`src/mie_map.vh`:
```
`ifndef MIE_MAP_VH
`define MIE_MAP_VH
// Operation codes presented on op_code (block-local encoding)
`define MIE_OP_IDLE        6'h00
`define MIE_OP_ADC_A       6'h01
`define MIE_OP_ADC_M       6'h02
`define MIE_OP_ADD_A       6'h03
`define MIE_OP_ADD_X       6'h04
`define MIE_OP_ADD_M       6'h05
`define MIE_OP_AND_A       6'h06
`define MIE_OP_AND_X       6'h07
`define MIE_OP_AND_M       6'h08
`define MIE_OP_OR_A        6'h09
`define MIE_OP_OR_X        6'h0a
`define MIE_OP_OR_M        6'h0b
`define MIE_OP_CALL        6'h0c
`define MIE_OP_BRANCH      6'h0d
`define MIE_OP_RET         6'h0e
`define MIE_OP_RET_X       6'h0f
`define MIE_OP_INTERRUPT_EXIT        6'h10
`define MIE_OP_ZFILL       6'h11
`define MIE_OP_ZFILL_BIT   6'h12
`define MIE_OP_WDT_KICK    6'h13
`define MIE_OP_WDT_PRE1    6'h14
`define MIE_OP_WDT_PRE2    6'h15
`define MIE_OP_CPL_M       6'h16
`define MIE_OP_CPL_A       6'h17
`define MIE_OP_DAA         6'h18
`define MIE_OP_DEC_M       6'h19
`define MIE_OP_DEC_A       6'h1a
`define MIE_OP_INC_M       6'h1b
`define MIE_OP_INC_A       6'h1c
`define MIE_OP_PDOWN       6'h1d
`define MIE_OP_MOV_AM      6'h1e
`define MIE_OP_MOV_AX      6'h1f
`define MIE_OP_MOV_MA      6'h20
`define MIE_OP_RL_M        6'h21
`define MIE_OP_RL_A        6'h22
`define MIE_OP_PCL_WR      6'h23
// Reset values
`define MIE_ACC_RST        8'h00
`define MIE_PC_RST         13'h0000
// Constants used by operations
`define MIE_ONE_B          8'h01
`define MIE_ZERO_B         8'h00
`define MIE_ADJ_NIB        4'h6
`define MIE_NIB_MAX        4'h9
// Pre-kick history codes
`define MIE_PK_NONE        2'h0
`define MIE_PK_FIRST       2'h1
`define MIE_PK_SECOND      2'h2
`endif

```
`src/mie_core.v`:
```
//Contract
//- Add with carry to acc or ram
//- Add without carry, memory or immediate
//- AND to acc or ram, zero only
//- OR to acc or ram, zero only
//- Call pushes pc plus one, two cycles
//- Branch loads target, two cycles
//- Return pops pc, optional acc load
//- Interrupt return pops pc, enables irq
//- Clear byte or single bit, no flags
//- Watchdog kick clears counter and flags
//- Pre-kicks work only when alternated
//- Complement in place or to acc
//- Decimal adjust acc into ram, carry only
//- Decrement in place or to acc
//- Increment in place or to acc
//- Power down stops, flags set/clear
//- Moves change no flag
//- Idle only advances the pc
//- Rotate left ram, no flags
//- Rotate left into acc, ram kept
//- Writing pc low byte takes two cycles
//- Pre-kick pair clears expiry and sleep flags
`include "mie_map.vh"
module mie_core (
   input  wire        clk,          // System clock
   input  wire        rstn,         // Async reset, active low
   input  wire        op_valid,     // Instruction present this cycle
   input  wire [5:0]  op_code,      // Decoded operation
   input  wire [7:0]  op_imm,       // Immediate operand
   input  wire [12:0] op_addr,      // Branch or call target
   input  wire [2:0]  op_bit,       // Bit select
   input  wire [7:0]  mem_rdata,    // Addressed data byte
   input  wire [12:0] stack_top,    // Top of return stack
   input  wire        irq_pending,  // Interrupt waiting
   input  wire        wake,         // Wake from power down
   output wire        op_ready,     // Can accept instruction
   output reg  [7:0]  mem_wdata,    // Data byte to write
   output reg         mem_we,       // Data write pulse
   output reg         stack_push,   // Push pulse
   output reg  [12:0] stack_wdata,  // Pushed address
   output reg         stack_pop,    // Pop pulse
   output reg  [7:0]  acc,          // Accumulator
   output reg  [12:0] pc,           // Program counter
   output reg         flag_c,       // Carry
   output reg         flag_ac,      // Half carry
   output reg         flag_z,       // Zero
   output reg         flag_ov,      // Signed overflow
   output reg         flag_to,      // Watchdog expiry
   output reg         flag_pdf,     // Sleep entered
   output reg         irq_en,       // Global interrupt enable
   output reg         irq_take,     // Pending irq to be serviced
   output reg         wdt_clear,    // Watchdog and prescaler clear
   output reg         sys_clk_off   // Sleeping, clock stopped
);

   ////////////////////////////////////////////////////////////////////
   // State
   // dummy_r marks the refetch cycle after a pc reload.
   // pk_r remembers the last lone pre-kick, if any.
   // sleep_r holds the core in power down until wake.
   // None of them is visible at the ports except through
   // op_ready and the flags.
   reg        dummy_r;              // Second cycle of a two-cycle op
   reg [1:0]  pk_r;                 // Last pre-kick seen
   reg        sleep_r;              // Power-down state

   // Handshake: the source offers one op with op_valid and
   // it is taken on the edge where op_ready is also high.
   // Results show on the outputs just after that edge.
   // op_ready is combinational so the source can stall
   // without a cycle of latency; the price is a path from
   // dummy_r and sleep_r straight to the port.
   // Ops that reload the pc leave dummy_r set for one cycle,
   // standing in for the refetch of the new target.
   // While asleep nothing is taken; only wake is watched.
   // Offering an op while op_ready is low has no effect.
   //
   // Two-cycle ops hold off the next fetch; sleep also stalls
   assign op_ready = ~dummy_r & ~sleep_r;

   ////////////////////////////////////////////////////////////////////
   // Arithmetic helpers
   // The adder is shared by all sum forms; carry-in is forced
   // low except for the carry-using forms.
   // Flags are worked out from the same operands as the sum
   // so that half carry and overflow never disagree with it.
   // Overflow is judged on the sign bits only: same-sign
   // operands giving a result of the other sign.
   //
   // 9-bit add with carry-in; returns {c,sum}
   function [8:0] add9;
      input [7:0] a;
      input [7:0] b;
      input       ci;
      begin
         add9 = {1'b0, a} + {1'b0, b} + {8'h00, ci};
      end
   endfunction

   // Half carry out of bit 3
   function hcarry;
      input [7:0] a;
      input [7:0] b;
      input       ci;
      reg   [4:0] t;
      begin
         t = {1'b0, a[3:0]} + {1'b0, b[3:0]} + {4'h0, ci};
         hcarry = t[4];
      end
   endfunction

   // Two's-complement overflow
   function ovf;
      input [7:0] a;
      input [7:0] b;
      input [7:0] s;
      begin
         ovf = (a[7] == b[7]) && (s[7] != a[7]);
      end
   endfunction

   ////////////////////////////////////////////////////////////////////
   // Execute combinational
   // Everything here is a pure function of the current op,
   // the operand byte and the held acc and flags.
   // opb picks the immediate only for the immediate sum form;
   // all other sums read the addressed byte.
   // The decimal adjust looks at acc and at the half carry and
   // carry left by the previous sum, not at the byte read.
   // Its carry is sticky: once set it is never cleared here,
   // which lets multi-byte decimal sums chain.
   // lres covers the logic and unary forms; unused ops see
   // zero so the case never leaves a latch behind.
   // Unary forms read the byte, never acc.
   reg [7:0]  opb;                  // Second add operand
   reg        cin;                  // Carry in
   reg [8:0]  sum;                  // Adder result
   reg [7:0]  lres;                 // Logic/unary result
   reg [7:0]  daa_v;                // Adjustment addend
   reg        daa_c;                // Adjusted carry
   reg [8:0]  daa_s;                // Adjust sum

   always @* begin
      opb = (op_code == `MIE_OP_ADD_X) ? op_imm : mem_rdata;
      cin = ((op_code == `MIE_OP_ADC_A) || (op_code == `MIE_OP_ADC_M)) ? flag_c : 1'b0;
      sum = add9(acc, opb, cin);
      daa_v = `MIE_ZERO_B;
      if ((acc[3:0] > `MIE_NIB_MAX) || flag_ac) begin
         daa_v[3:0] = `MIE_ADJ_NIB;
      end
      if ((acc[7:4] > `MIE_NIB_MAX) || flag_c) begin
         daa_v[7:4] = `MIE_ADJ_NIB;
      end
      daa_s = {1'b0, acc} + {1'b0, daa_v};
      daa_c = flag_c | daa_s[8];
      case (op_code)
         `MIE_OP_AND_A, `MIE_OP_AND_M: lres = acc & mem_rdata;
         `MIE_OP_AND_X:               lres = acc & op_imm;
         `MIE_OP_OR_A, `MIE_OP_OR_M:  lres = acc | mem_rdata;
         `MIE_OP_OR_X:                lres = acc | op_imm;
         `MIE_OP_CPL_M, `MIE_OP_CPL_A: lres = ~mem_rdata;
         `MIE_OP_DEC_M, `MIE_OP_DEC_A: lres = mem_rdata - `MIE_ONE_B;
         `MIE_OP_INC_M, `MIE_OP_INC_A: lres = mem_rdata + `MIE_ONE_B;
         `MIE_OP_RL_M, `MIE_OP_RL_A:  lres = {mem_rdata[6:0], mem_rdata[7]};
         default:                     lres = `MIE_ZERO_B;
      endcase
   end

   ////////////////////////////////////////////////////////////////////
   // Sequential execute
   // One op is taken per accepted edge. The pc moves on by
   // one for every taken op and is then overwritten by the
   // forms that load it, so the last assignment wins.
   // Pulse outputs drop to low every cycle unless an op
   // raises them again, so each stands for one cycle only.
   // The pre-kick history is dropped by any other op taken,
   // which keeps a stray pair split by other code from acting.
   // Power down sets sleep_r; from then on only wake counts
   // and all registers but the pulses keep their contents.
   // Reset clears every register, so op_ready is high at
   // the first edge after release.
   always @(posedge clk or negedge rstn) begin
      if (!rstn) begin
         acc <= `MIE_ACC_RST;
         pc <= `MIE_PC_RST;
         flag_c <= 1'b0;
         flag_ac <= 1'b0;
         flag_z <= 1'b0;
         flag_ov <= 1'b0;
         flag_to <= 1'b0;
         flag_pdf <= 1'b0;
         irq_en <= 1'b0;
         irq_take <= 1'b0;
         wdt_clear <= 1'b0;
         sys_clk_off <= 1'b0;
         mem_wdata <= `MIE_ZERO_B;
         mem_we <= 1'b0;
         stack_push <= 1'b0;
         stack_wdata <= `MIE_PC_RST;
         stack_pop <= 1'b0;
         dummy_r <= 1'b0;
         pk_r <= `MIE_PK_NONE;
         sleep_r <= 1'b0;
      end else begin
         // Default each cycle: clear the pulses and the
         // dummy flag; branches below set them again.
         // A dummy cycle ignores op_valid entirely.
         // Pulses default low
         mem_we <= 1'b0;
         stack_push <= 1'b0;
         stack_pop <= 1'b0;
         wdt_clear <= 1'b0;
         irq_take <= 1'b0;
         dummy_r <= 1'b0;
         if (sleep_r) begin
            // Contents retained until wake
            if (wake) begin
               sleep_r <= 1'b0;
               sys_clk_off <= 1'b0;
            end
         end else if (op_valid && !dummy_r) begin
            pc <= pc + 13'h0001;
            // Any other op breaks the pre-kick alternation
            if ((op_code != `MIE_OP_WDT_PRE1) && (op_code != `MIE_OP_WDT_PRE2)) begin
               pk_r <= `MIE_PK_NONE;
            end
            case (op_code)
               `MIE_OP_ADC_A, `MIE_OP_ADD_A, `MIE_OP_ADD_X,
               `MIE_OP_ADC_M, `MIE_OP_ADD_M: begin
                  if ((op_code == `MIE_OP_ADC_M) || (op_code == `MIE_OP_ADD_M)) begin
                     mem_wdata <= sum[7:0];
                     mem_we <= 1'b1;
                  end else begin
                     acc <= sum[7:0];
                  end
                  flag_c <= sum[8];
                  flag_ac <= hcarry(acc, opb, cin);
                  flag_z <= (sum[7:0] == `MIE_ZERO_B);
                  flag_ov <= ovf(acc, opb, sum[7:0]);
               end
               // Acc forms: result to acc, only zero changes.
               // Memory forms below write the byte instead and
               // leave acc alone.
               `MIE_OP_AND_A, `MIE_OP_AND_X, `MIE_OP_OR_A, `MIE_OP_OR_X,
               `MIE_OP_CPL_A, `MIE_OP_DEC_A, `MIE_OP_INC_A: begin
                  acc <= lres;
                  flag_z <= (lres == `MIE_ZERO_B);
               end
               `MIE_OP_AND_M, `MIE_OP_OR_M, `MIE_OP_CPL_M,
               `MIE_OP_DEC_M, `MIE_OP_INC_M: begin
                  mem_wdata <= lres;
                  mem_we <= 1'b1;
                  flag_z <= (lres == `MIE_ZERO_B);
               end
               `MIE_OP_RL_M: begin
                  mem_wdata <= lres;
                  mem_we <= 1'b1;
               end
               `MIE_OP_RL_A: begin
                  acc <= lres;
               end
               // Call: return address is the pc after this op.
               // The push and the jump share one edge; the stack
               // side stores stack_wdata on the following edge.
               `MIE_OP_CALL: begin
                  stack_wdata <= pc + 13'h0001;
                  stack_push <= 1'b1;
                  pc <= op_addr;
                  dummy_r <= 1'b1;
               end
               `MIE_OP_BRANCH: begin
                  pc <= op_addr;
                  dummy_r <= 1'b1;
               end
               // Return: pc from the stack top; the immediate
               // form also loads acc. Two cycles like a branch.
               `MIE_OP_RET, `MIE_OP_RET_X: begin
                  pc <= stack_top;
                  stack_pop <= 1'b1;
                  dummy_r <= 1'b1;
                  if (op_code == `MIE_OP_RET_X) begin
                     acc <= op_imm;
                  end
               end
               // Interrupt return also sets the global enable
               // and flags a pending request for service first.
               `MIE_OP_INTERRUPT_EXIT: begin
                  pc <= stack_top;
                  stack_pop <= 1'b1;
                  irq_en <= 1'b1;
                  irq_take <= irq_pending;                 // Service before main resumes
                  dummy_r <= 1'b1;
               end
               `MIE_OP_ZFILL: begin
                  mem_wdata <= `MIE_ZERO_B;
                  mem_we <= 1'b1;
               end
               // Only the selected bit falls; the rest of the
               // byte is written back as read.
               `MIE_OP_ZFILL_BIT: begin
                  mem_wdata <= mem_rdata & ~(`MIE_ONE_B << op_bit);
                  mem_we <= 1'b1;
               end
               `MIE_OP_WDT_KICK: begin
                  wdt_clear <= 1'b1;
                  flag_to <= 1'b0;
                  flag_pdf <= 1'b0;
               end
               // Pre-kicks: a lone one only records itself.
               // The matched partner clears the watchdog and
               // both flags, then history starts afresh.
               // The same one twice just records it again.
               `MIE_OP_WDT_PRE1, `MIE_OP_WDT_PRE2: begin
                  // Effective only when following the other pre-kick
                  if (((op_code == `MIE_OP_WDT_PRE1) && (pk_r == `MIE_PK_SECOND)) ||
                      ((op_code == `MIE_OP_WDT_PRE2) && (pk_r == `MIE_PK_FIRST))) begin
                     wdt_clear <= 1'b1;
                     flag_to <= 1'b0;
                     flag_pdf <= 1'b0;
                     pk_r <= `MIE_PK_NONE;
                  end else begin
                     pk_r <= (op_code == `MIE_OP_WDT_PRE1) ? `MIE_PK_FIRST : `MIE_PK_SECOND;
                  end
               end
               // Adjusted acc goes to the byte; acc itself kept.
               // Only carry may move, and only upwards.
               `MIE_OP_DAA: begin
                  mem_wdata <= daa_s[7:0];
                  mem_we <= 1'b1;
                  flag_c <= daa_c;
               end
               // Power down: clock off, contents kept, watchdog
               // and prescaler cleared through wdt_clear.
               // Leaves on wake, which the core cannot create.
               `MIE_OP_PDOWN: begin
                  wdt_clear <= 1'b1;
                  flag_pdf <= 1'b1;
                  flag_to <= 1'b0;
                  sleep_r <= 1'b1;
                  sys_clk_off <= 1'b1;
               end
               // Moves never touch a flag.
               // Byte writes pair with the byte just read.
               `MIE_OP_MOV_AM: acc <= mem_rdata;
               `MIE_OP_MOV_AX: acc <= op_imm;
               `MIE_OP_MOV_MA: begin
                  mem_wdata <= acc;
                  mem_we <= 1'b1;
               end
               `MIE_OP_PCL_WR: begin
                  // Store acc to pc low byte, refetch costs a cycle
                  pc <= {pc[12:8], acc};
                  dummy_r <= 1'b1;
               end
               default: begin
                  // Idle: only the pc advances
               end
            endcase
         end
      end
   end

   ////////////////////////////////////////////////////////////////////
   // Limitations
   // No interrupt controller lives here: irq_take is only a
   // hint that a pending request should be served before the
   // main program resumes; vectoring is left outside the core.
   // The watchdog counter sits outside; wdt_clear drives it.
   // Data and stack storage sit outside too; the stack must
   // present stack_top combinationally for the returns.
   // Data writes use the same address as the read before.
   //
endmodule

```
`config.mk`:
```
export PLATFORM = sky130hd
export DESIGN_NAME = mie_core
export DESIGN_NICKNAME = d
export VERILOG_FILES = /design/src/mie_core.v
export VERILOG_INCLUDE_DIRS = /design/src
export SDC_FILE = /design/constraint.sdc
export NUM_CORES = 1
export LEC_CHECK = 0
export BUFFER_PORTS_ARGS = -buffer_cell sky130_fd_sc_hd__buf_2
export CORE_MARGIN = 2
export CORE_UTILIZATION = 50
export CTS_CLUSTER_SIZE = 25
export DETAILED_ROUTE_END_ITERATION = 16
export PLACE_DENSITY_LB_ADDON = 0.2
export SETUP_SLACK_MARGIN = 0.1
export SLEW_MARGIN = 40
export SYNTH_ARGS = -nofsm -noshare
export SYNTH_HDL_FRONTEND = slang
export SYNTH_SLANG_ARGS = --single-unit
export TNS_END_PERCENT = 20
```
`constraint.sdc`:
```
create_clock -name clk -period 3.96 [get_ports clk]
set_input_delay 0.792 -clock clk [delete_from_list [all_inputs] [get_ports clk]]
set_output_delay 0.792 -clock clk [all_outputs]
set_load 0.005 [all_outputs]
```
## Word-level counts from Yosys, hierarchy flattened

Index checks and enable logic that the tools add are counted.

- $add $sub $neg: 8
- Order comparisons: 2
- Equal/unequal tests: 46
- Shift operators: 1
- Multiplexer cells: 48
- Bitwise gates (word level): 12
- Reduce and logical (&&, ||, !) cells: 52

Operators with widths:

| kind | count |
|---|---|
| $eq A6 B5 Y1 const B | 16 |
| $pmux W8 S8 | 1 |
| $eq A6 B4 Y1 const B | 8 |
| $pmux W8 S6 | 1 |
| $pmux W8 S5 | 1 |
| $pmux W13 S3 | 1 |
| $mux W8 | 4 |
| $mux W1 | 28 |
| $and A8 B8 Y8 | 3 |
| $eq A6 B3 Y1 const B | 4 |
| $eq A6 B6 Y1 const B | 4 |
| $reduce_and A3 Y1 | 8 |
| $reduce_or A2 Y1 | 10 |
| $add A8 B8 Y9 | 2 |
| $logic_not A8 Y1 | 2 |
| $not A8 Y8 | 2 |
| $or A8 B8 Y8 | 2 |
| $add A13 B1 Y13 const B | 1 |
| $eq A6 B2 Y1 const B | 2 |
| $ne A6 B5 Y1 const B | 2 |
| $reduce_and A4 Y1 | 3 |
| $reduce_bool A2 Y1 | 6 |
| $reduce_or A12 Y1 | 1 |
| $reduce_or A6 Y1 | 2 |
| other kinds (32) | 55 |

- Register bits: 59
- Bits of input ports: 56
- Word-level logic and storage cells: 190

## Depth between registers and ports, before layout

- Word-level depth: 7
- Depth in mapped cells: 15
- Gate-level depth less buffers: 13

## Least setup slack after synthesis

Ideal clock, no wire load.

- Path kind: input -> register
- Start: input op_code[4]
- End: register flag_z
- Arrival time: 3.690 ns
- Required time: 3.896 ns
- Path slack: 0.206 ns
- Stages on the path: 15
- Path buffers: 2
- Path through: buf_6 buf_4 nor4b_4 nand2_1 nor2_1 a21oi_1 fa_1 fa_1 nor2b_1 o21a_1 o21ai_0 a222oi_1 o211ai_1 o31ai_1 a21o_1

- Longest elaborated chain between the ends: 6

Ends and longest elaborated chain:

| item | line | text |
|---|---|---|
| from (decl) | mie_core.v:29 | `input wire [5:0] op_code,` |
| $eq A6 B3 Y1 (tied with other cells) | mie_core.v:228 | `case (op_code)` |
| $mux W8 / $logic_or A1 B1 Y1 (equally long branches) | mie_core.v:145, mie_core.v:146 |  |
| $add A8 B8 Y9 / $mux W1 (equally long branches) | mie_core.v:97, mie_core.v:146 |  |
| $add A9 B1 Y9 | mie_core.v:97 | `add9 = {1'b0, a} + {1'b0, b} + {8'h00, ci};` |
| $logic_not A8 Y1 (no source line) | -- |  |
| $pmux W1 S2 | mie_core.v:228 |  |
| to (signal assigned) | mie_core.v:239 | `` flag_z <= (sum[7:0] == `MIE_ZERO_B); `` |
| to (signal assigned) | mie_core.v:248 | `` flag_z <= (lres == `MIE_ZERO_B); `` |
| to (signal assigned) | mie_core.v:254 | `` flag_z <= (lres == `MIE_ZERO_B); `` |
| to (decl) | mie_core.v:47 | `output reg flag_z,` |

Several ways; a longest one is shown, not always the timed one.
A chain may end at the register's enable or synchronous reset.

## Worst setup path in the final report

Same ends and word-level chain as after synthesis.

==> run metrics <==
CP Data Arrival Time 3770 ps; Mapped Area 5240 sq um; Worst Setup Start Kind primary input; critical path class primary input to flip-flop; largest area contributor in the netlist dfrtp_1; register area share after synthesis 27.7%; DP HPWL 14.3 mm; Layout Nets 816; # setup viols final 0; first-pass GRT wire length 29.9 mm; WP data required 4250 ps; top_reg_cell synth dfrtp_1; Hold Worst Slack 424 ps; Yosys reg bits 58; Worst-Skew Late Latency 350 ps; Fill cells 948; Netlist cell types 87; Gate Count Post-Synth 640; RePlAce Congestion 1.01; Critical Path Sink Type flip-flop; relative slew slack 42.8%; initial detailed-routing violation count 595; Slew @ Worst Pin 856 ps; root buffer cell clkbuf_8; fmax 287 MHz; Final min period 3480 ps; synth warn 0; Final ANT Viol Nets 0; final worst slack 481 ps; I/O Pins 112; commonest non-fill, non-tap cells in the layout 109 x buf_2, 70 x nand2_1, 58 x dfrtp_1, 49 x nor2_1, 42 x o21ai_0; Post-Place Worst Slack 164 ps; CTS tree yes; Hold Path Class primary input to asynchronous set/reset pin; starting density of the core 51.2%; Port Buf Inserts 110; core area 10200 sq um; max-cap violation count 0; fraction of layout cells with a size suffix above 1 24.4%; result of the run finished clean; Final Cycle Share 87.9%; Async SR Flop Fraction 100%; diode count 0; mean post-synth cell area 8.19 sq um; die extent in x 106 microns; total routed wirelength 18.8 mm; CTS clk-pin slew, worst paths 80 ps; Design Area, Final 6200 sq um; number of setup buffers added after CTS 0; top cells by area, synth dfrtp_1 28%, nand2_1 5.0%, o21ai_0 4.0%, nor2_1 3.5%, a21oi_1 3.2%; vias in the first global route 5510; vias per cell 6.50; Syn-to-layout area delta 18.3%; Setup Skew 8.49 ps; EDFF count, synth 0; Cell Area, Placed 5950 sq um; initial antenna violation count 0; Routed wire per std cell 21.3 microns; largest net degree at the start of global routing 39; RSZ-0062 raised after global routing no; DIE HEIGHT 106 microns; Rows 37; DRC viols 0; most common cell after layout, fill and taps aside buf_2; first drt pass iteration count 5; Max VDD drop 0.000499 V; syn nets 712; Overflow after GRT 0; CTS Hold Buffers Added 0; Final Hold Viols 0; Max Root-Sink Buffers 2; Die Area 11300 sq um; via count 5751; number of CTS-inserted buffers 9; PostCTS Resize Cnt 0; worst-path fanout max 4; clk sink count 58; CTS H-tree lvls 3; GRT Overall Usage 34.1%; Lkg Pwr 2.72 nW; setup TNS 0 ps; top cell type's share of synthesized area 27.7%; PD cells 534 nW/um^2; max-slew violations 0
-- through the flow --
| step | power (mW) | cells | utilization [%] |
|---|---|---|---|
| finish | 3.31 | 885 | 60.6 |
| floorplan | 1.94 | 640 | - |
| CTS | 3.29 | 885 | 60.6 |
| global route | 3.52 | 885 | 60.6 |
| global placement | 2.56 | 869 | 58.1 |
| detailed placement | 2.59 | 869 | 58.1 |
-- synthesized netlist by cell type (all sizes together) (6+ instances only) --
library cell / n
nand2: 70
dfrtp: 58
nor2: 49
o21ai: 48
a21oi: 37
nand3: 25
clkbuf: 24
inv: 24
buf: 20
a221oi: 15
xnor2: 15
a31oi: 14
mux2: 14
ha: 13
nor3: 13
and3: 12
a222oi: 10
nand2b: 9
xor2: 9
nor2b: 8
o31ai: 8
a211oi: 7
and2: 7
nand3b: 7
o21a: 7
mux2i: 6
o221ai: 6
o22ai: 6
o311ai: 6
-- cell families (layout without fill, tap and decap cells) --
logic type,count (synthesis),after routing,share of synthesized area (%)
other,1,1,0.0716
muxes,20,20,4.23
xor gates and xnor gates,24,24,4.01
buffers and inverters,68,177,5.95
adders and majority gates,16,16,4.25
AOI/OAI and AO/OA,219,219,30.5
and+or+nand+nor,234,234,23.3
DFF,58,58,27.7
-- layer usage --
| layer | vias to the layer above | global-route usage, % | wire length [microns] |
|---|---|---|---|
| li1 | 2641 | - | - |
| met1 | 2757 | 45.2 | 7730 |
| met2 | 308 | 56.9 | 8920 |
| met3 | 45 | 5.95 | 1660 |
| met4 | 0 | 10.4 | 531 |
| met5 | - | 0 | 0 |
-- registers in the layout, indices dropped and copies added, names as in the netlist --
signal	cells
pc	13
flag_ov	1
irq_take	1
mem_wdata	8
flag_pdf	1
wdt_clear	1
flag_ac	1
flag_c	1
sys_clk_off	1
flag_z	1
dummy_r	1
stack_push	1
stack_wdata	13
stack_pop	1
acc	8
sleep_r	1
irq_en	1
mem_we	1
pk_r	2
-- area by class of cell --
type / instances / area [sq um] / area share [%]
clock buffers: 9 / 124 / 2.00
inverters: 24 / 90.1 / 1.45
well taps: 136 / 170 / 2.75
repair buffers: 137 / 756 / 12.2
clock inverters: 7 / 125 / 2.02
multi-input cells: 514 / 3480 / 56.2
flip-flops and latches: 58 / 1450 / 23.4
-- path summary, 6_finish.rpt --
path                            slack (ps)  depth (start not counted)        endpoint            from
worst max-delay path                   480                         14          flag_z      op_code[4]
worst min-delay path                   420                          1     sys_clk_off            rstn
worst max register to register        1080                         10          flag_z          acc[0]
worst min register to register         470                          2  stack_wdata[1]  stack_wdata[1]
max in group asynchronous             2840                          2  stack_wdata[9]            rstn
min in group clk                       470                          2  stack_wdata[1]  stack_wdata[1]
-- critical path: stages --
cell and delay, ps:
buf_2 140, nor4b_4 310, nand2_1 170, nor2_1 120
a21oi_1 70, fa_1 440, fa_1 420, nor2b_1 150
o21a_1 160, o21ai_0 150, a222oi_1 330, o211ai_1 140
o31ai_1 250, a21o_1 120
-- power breakdown --
group,switching [mW],internal [mW],leakage (nW)
Sequential,0.259,0.776,0.720
Clock,0.268,0.423,0.124
Combinational,0.887,0.693,1.88
Total,1.41,1.89,2.72
No activity file was read; power rests on OpenSTA's default activity.
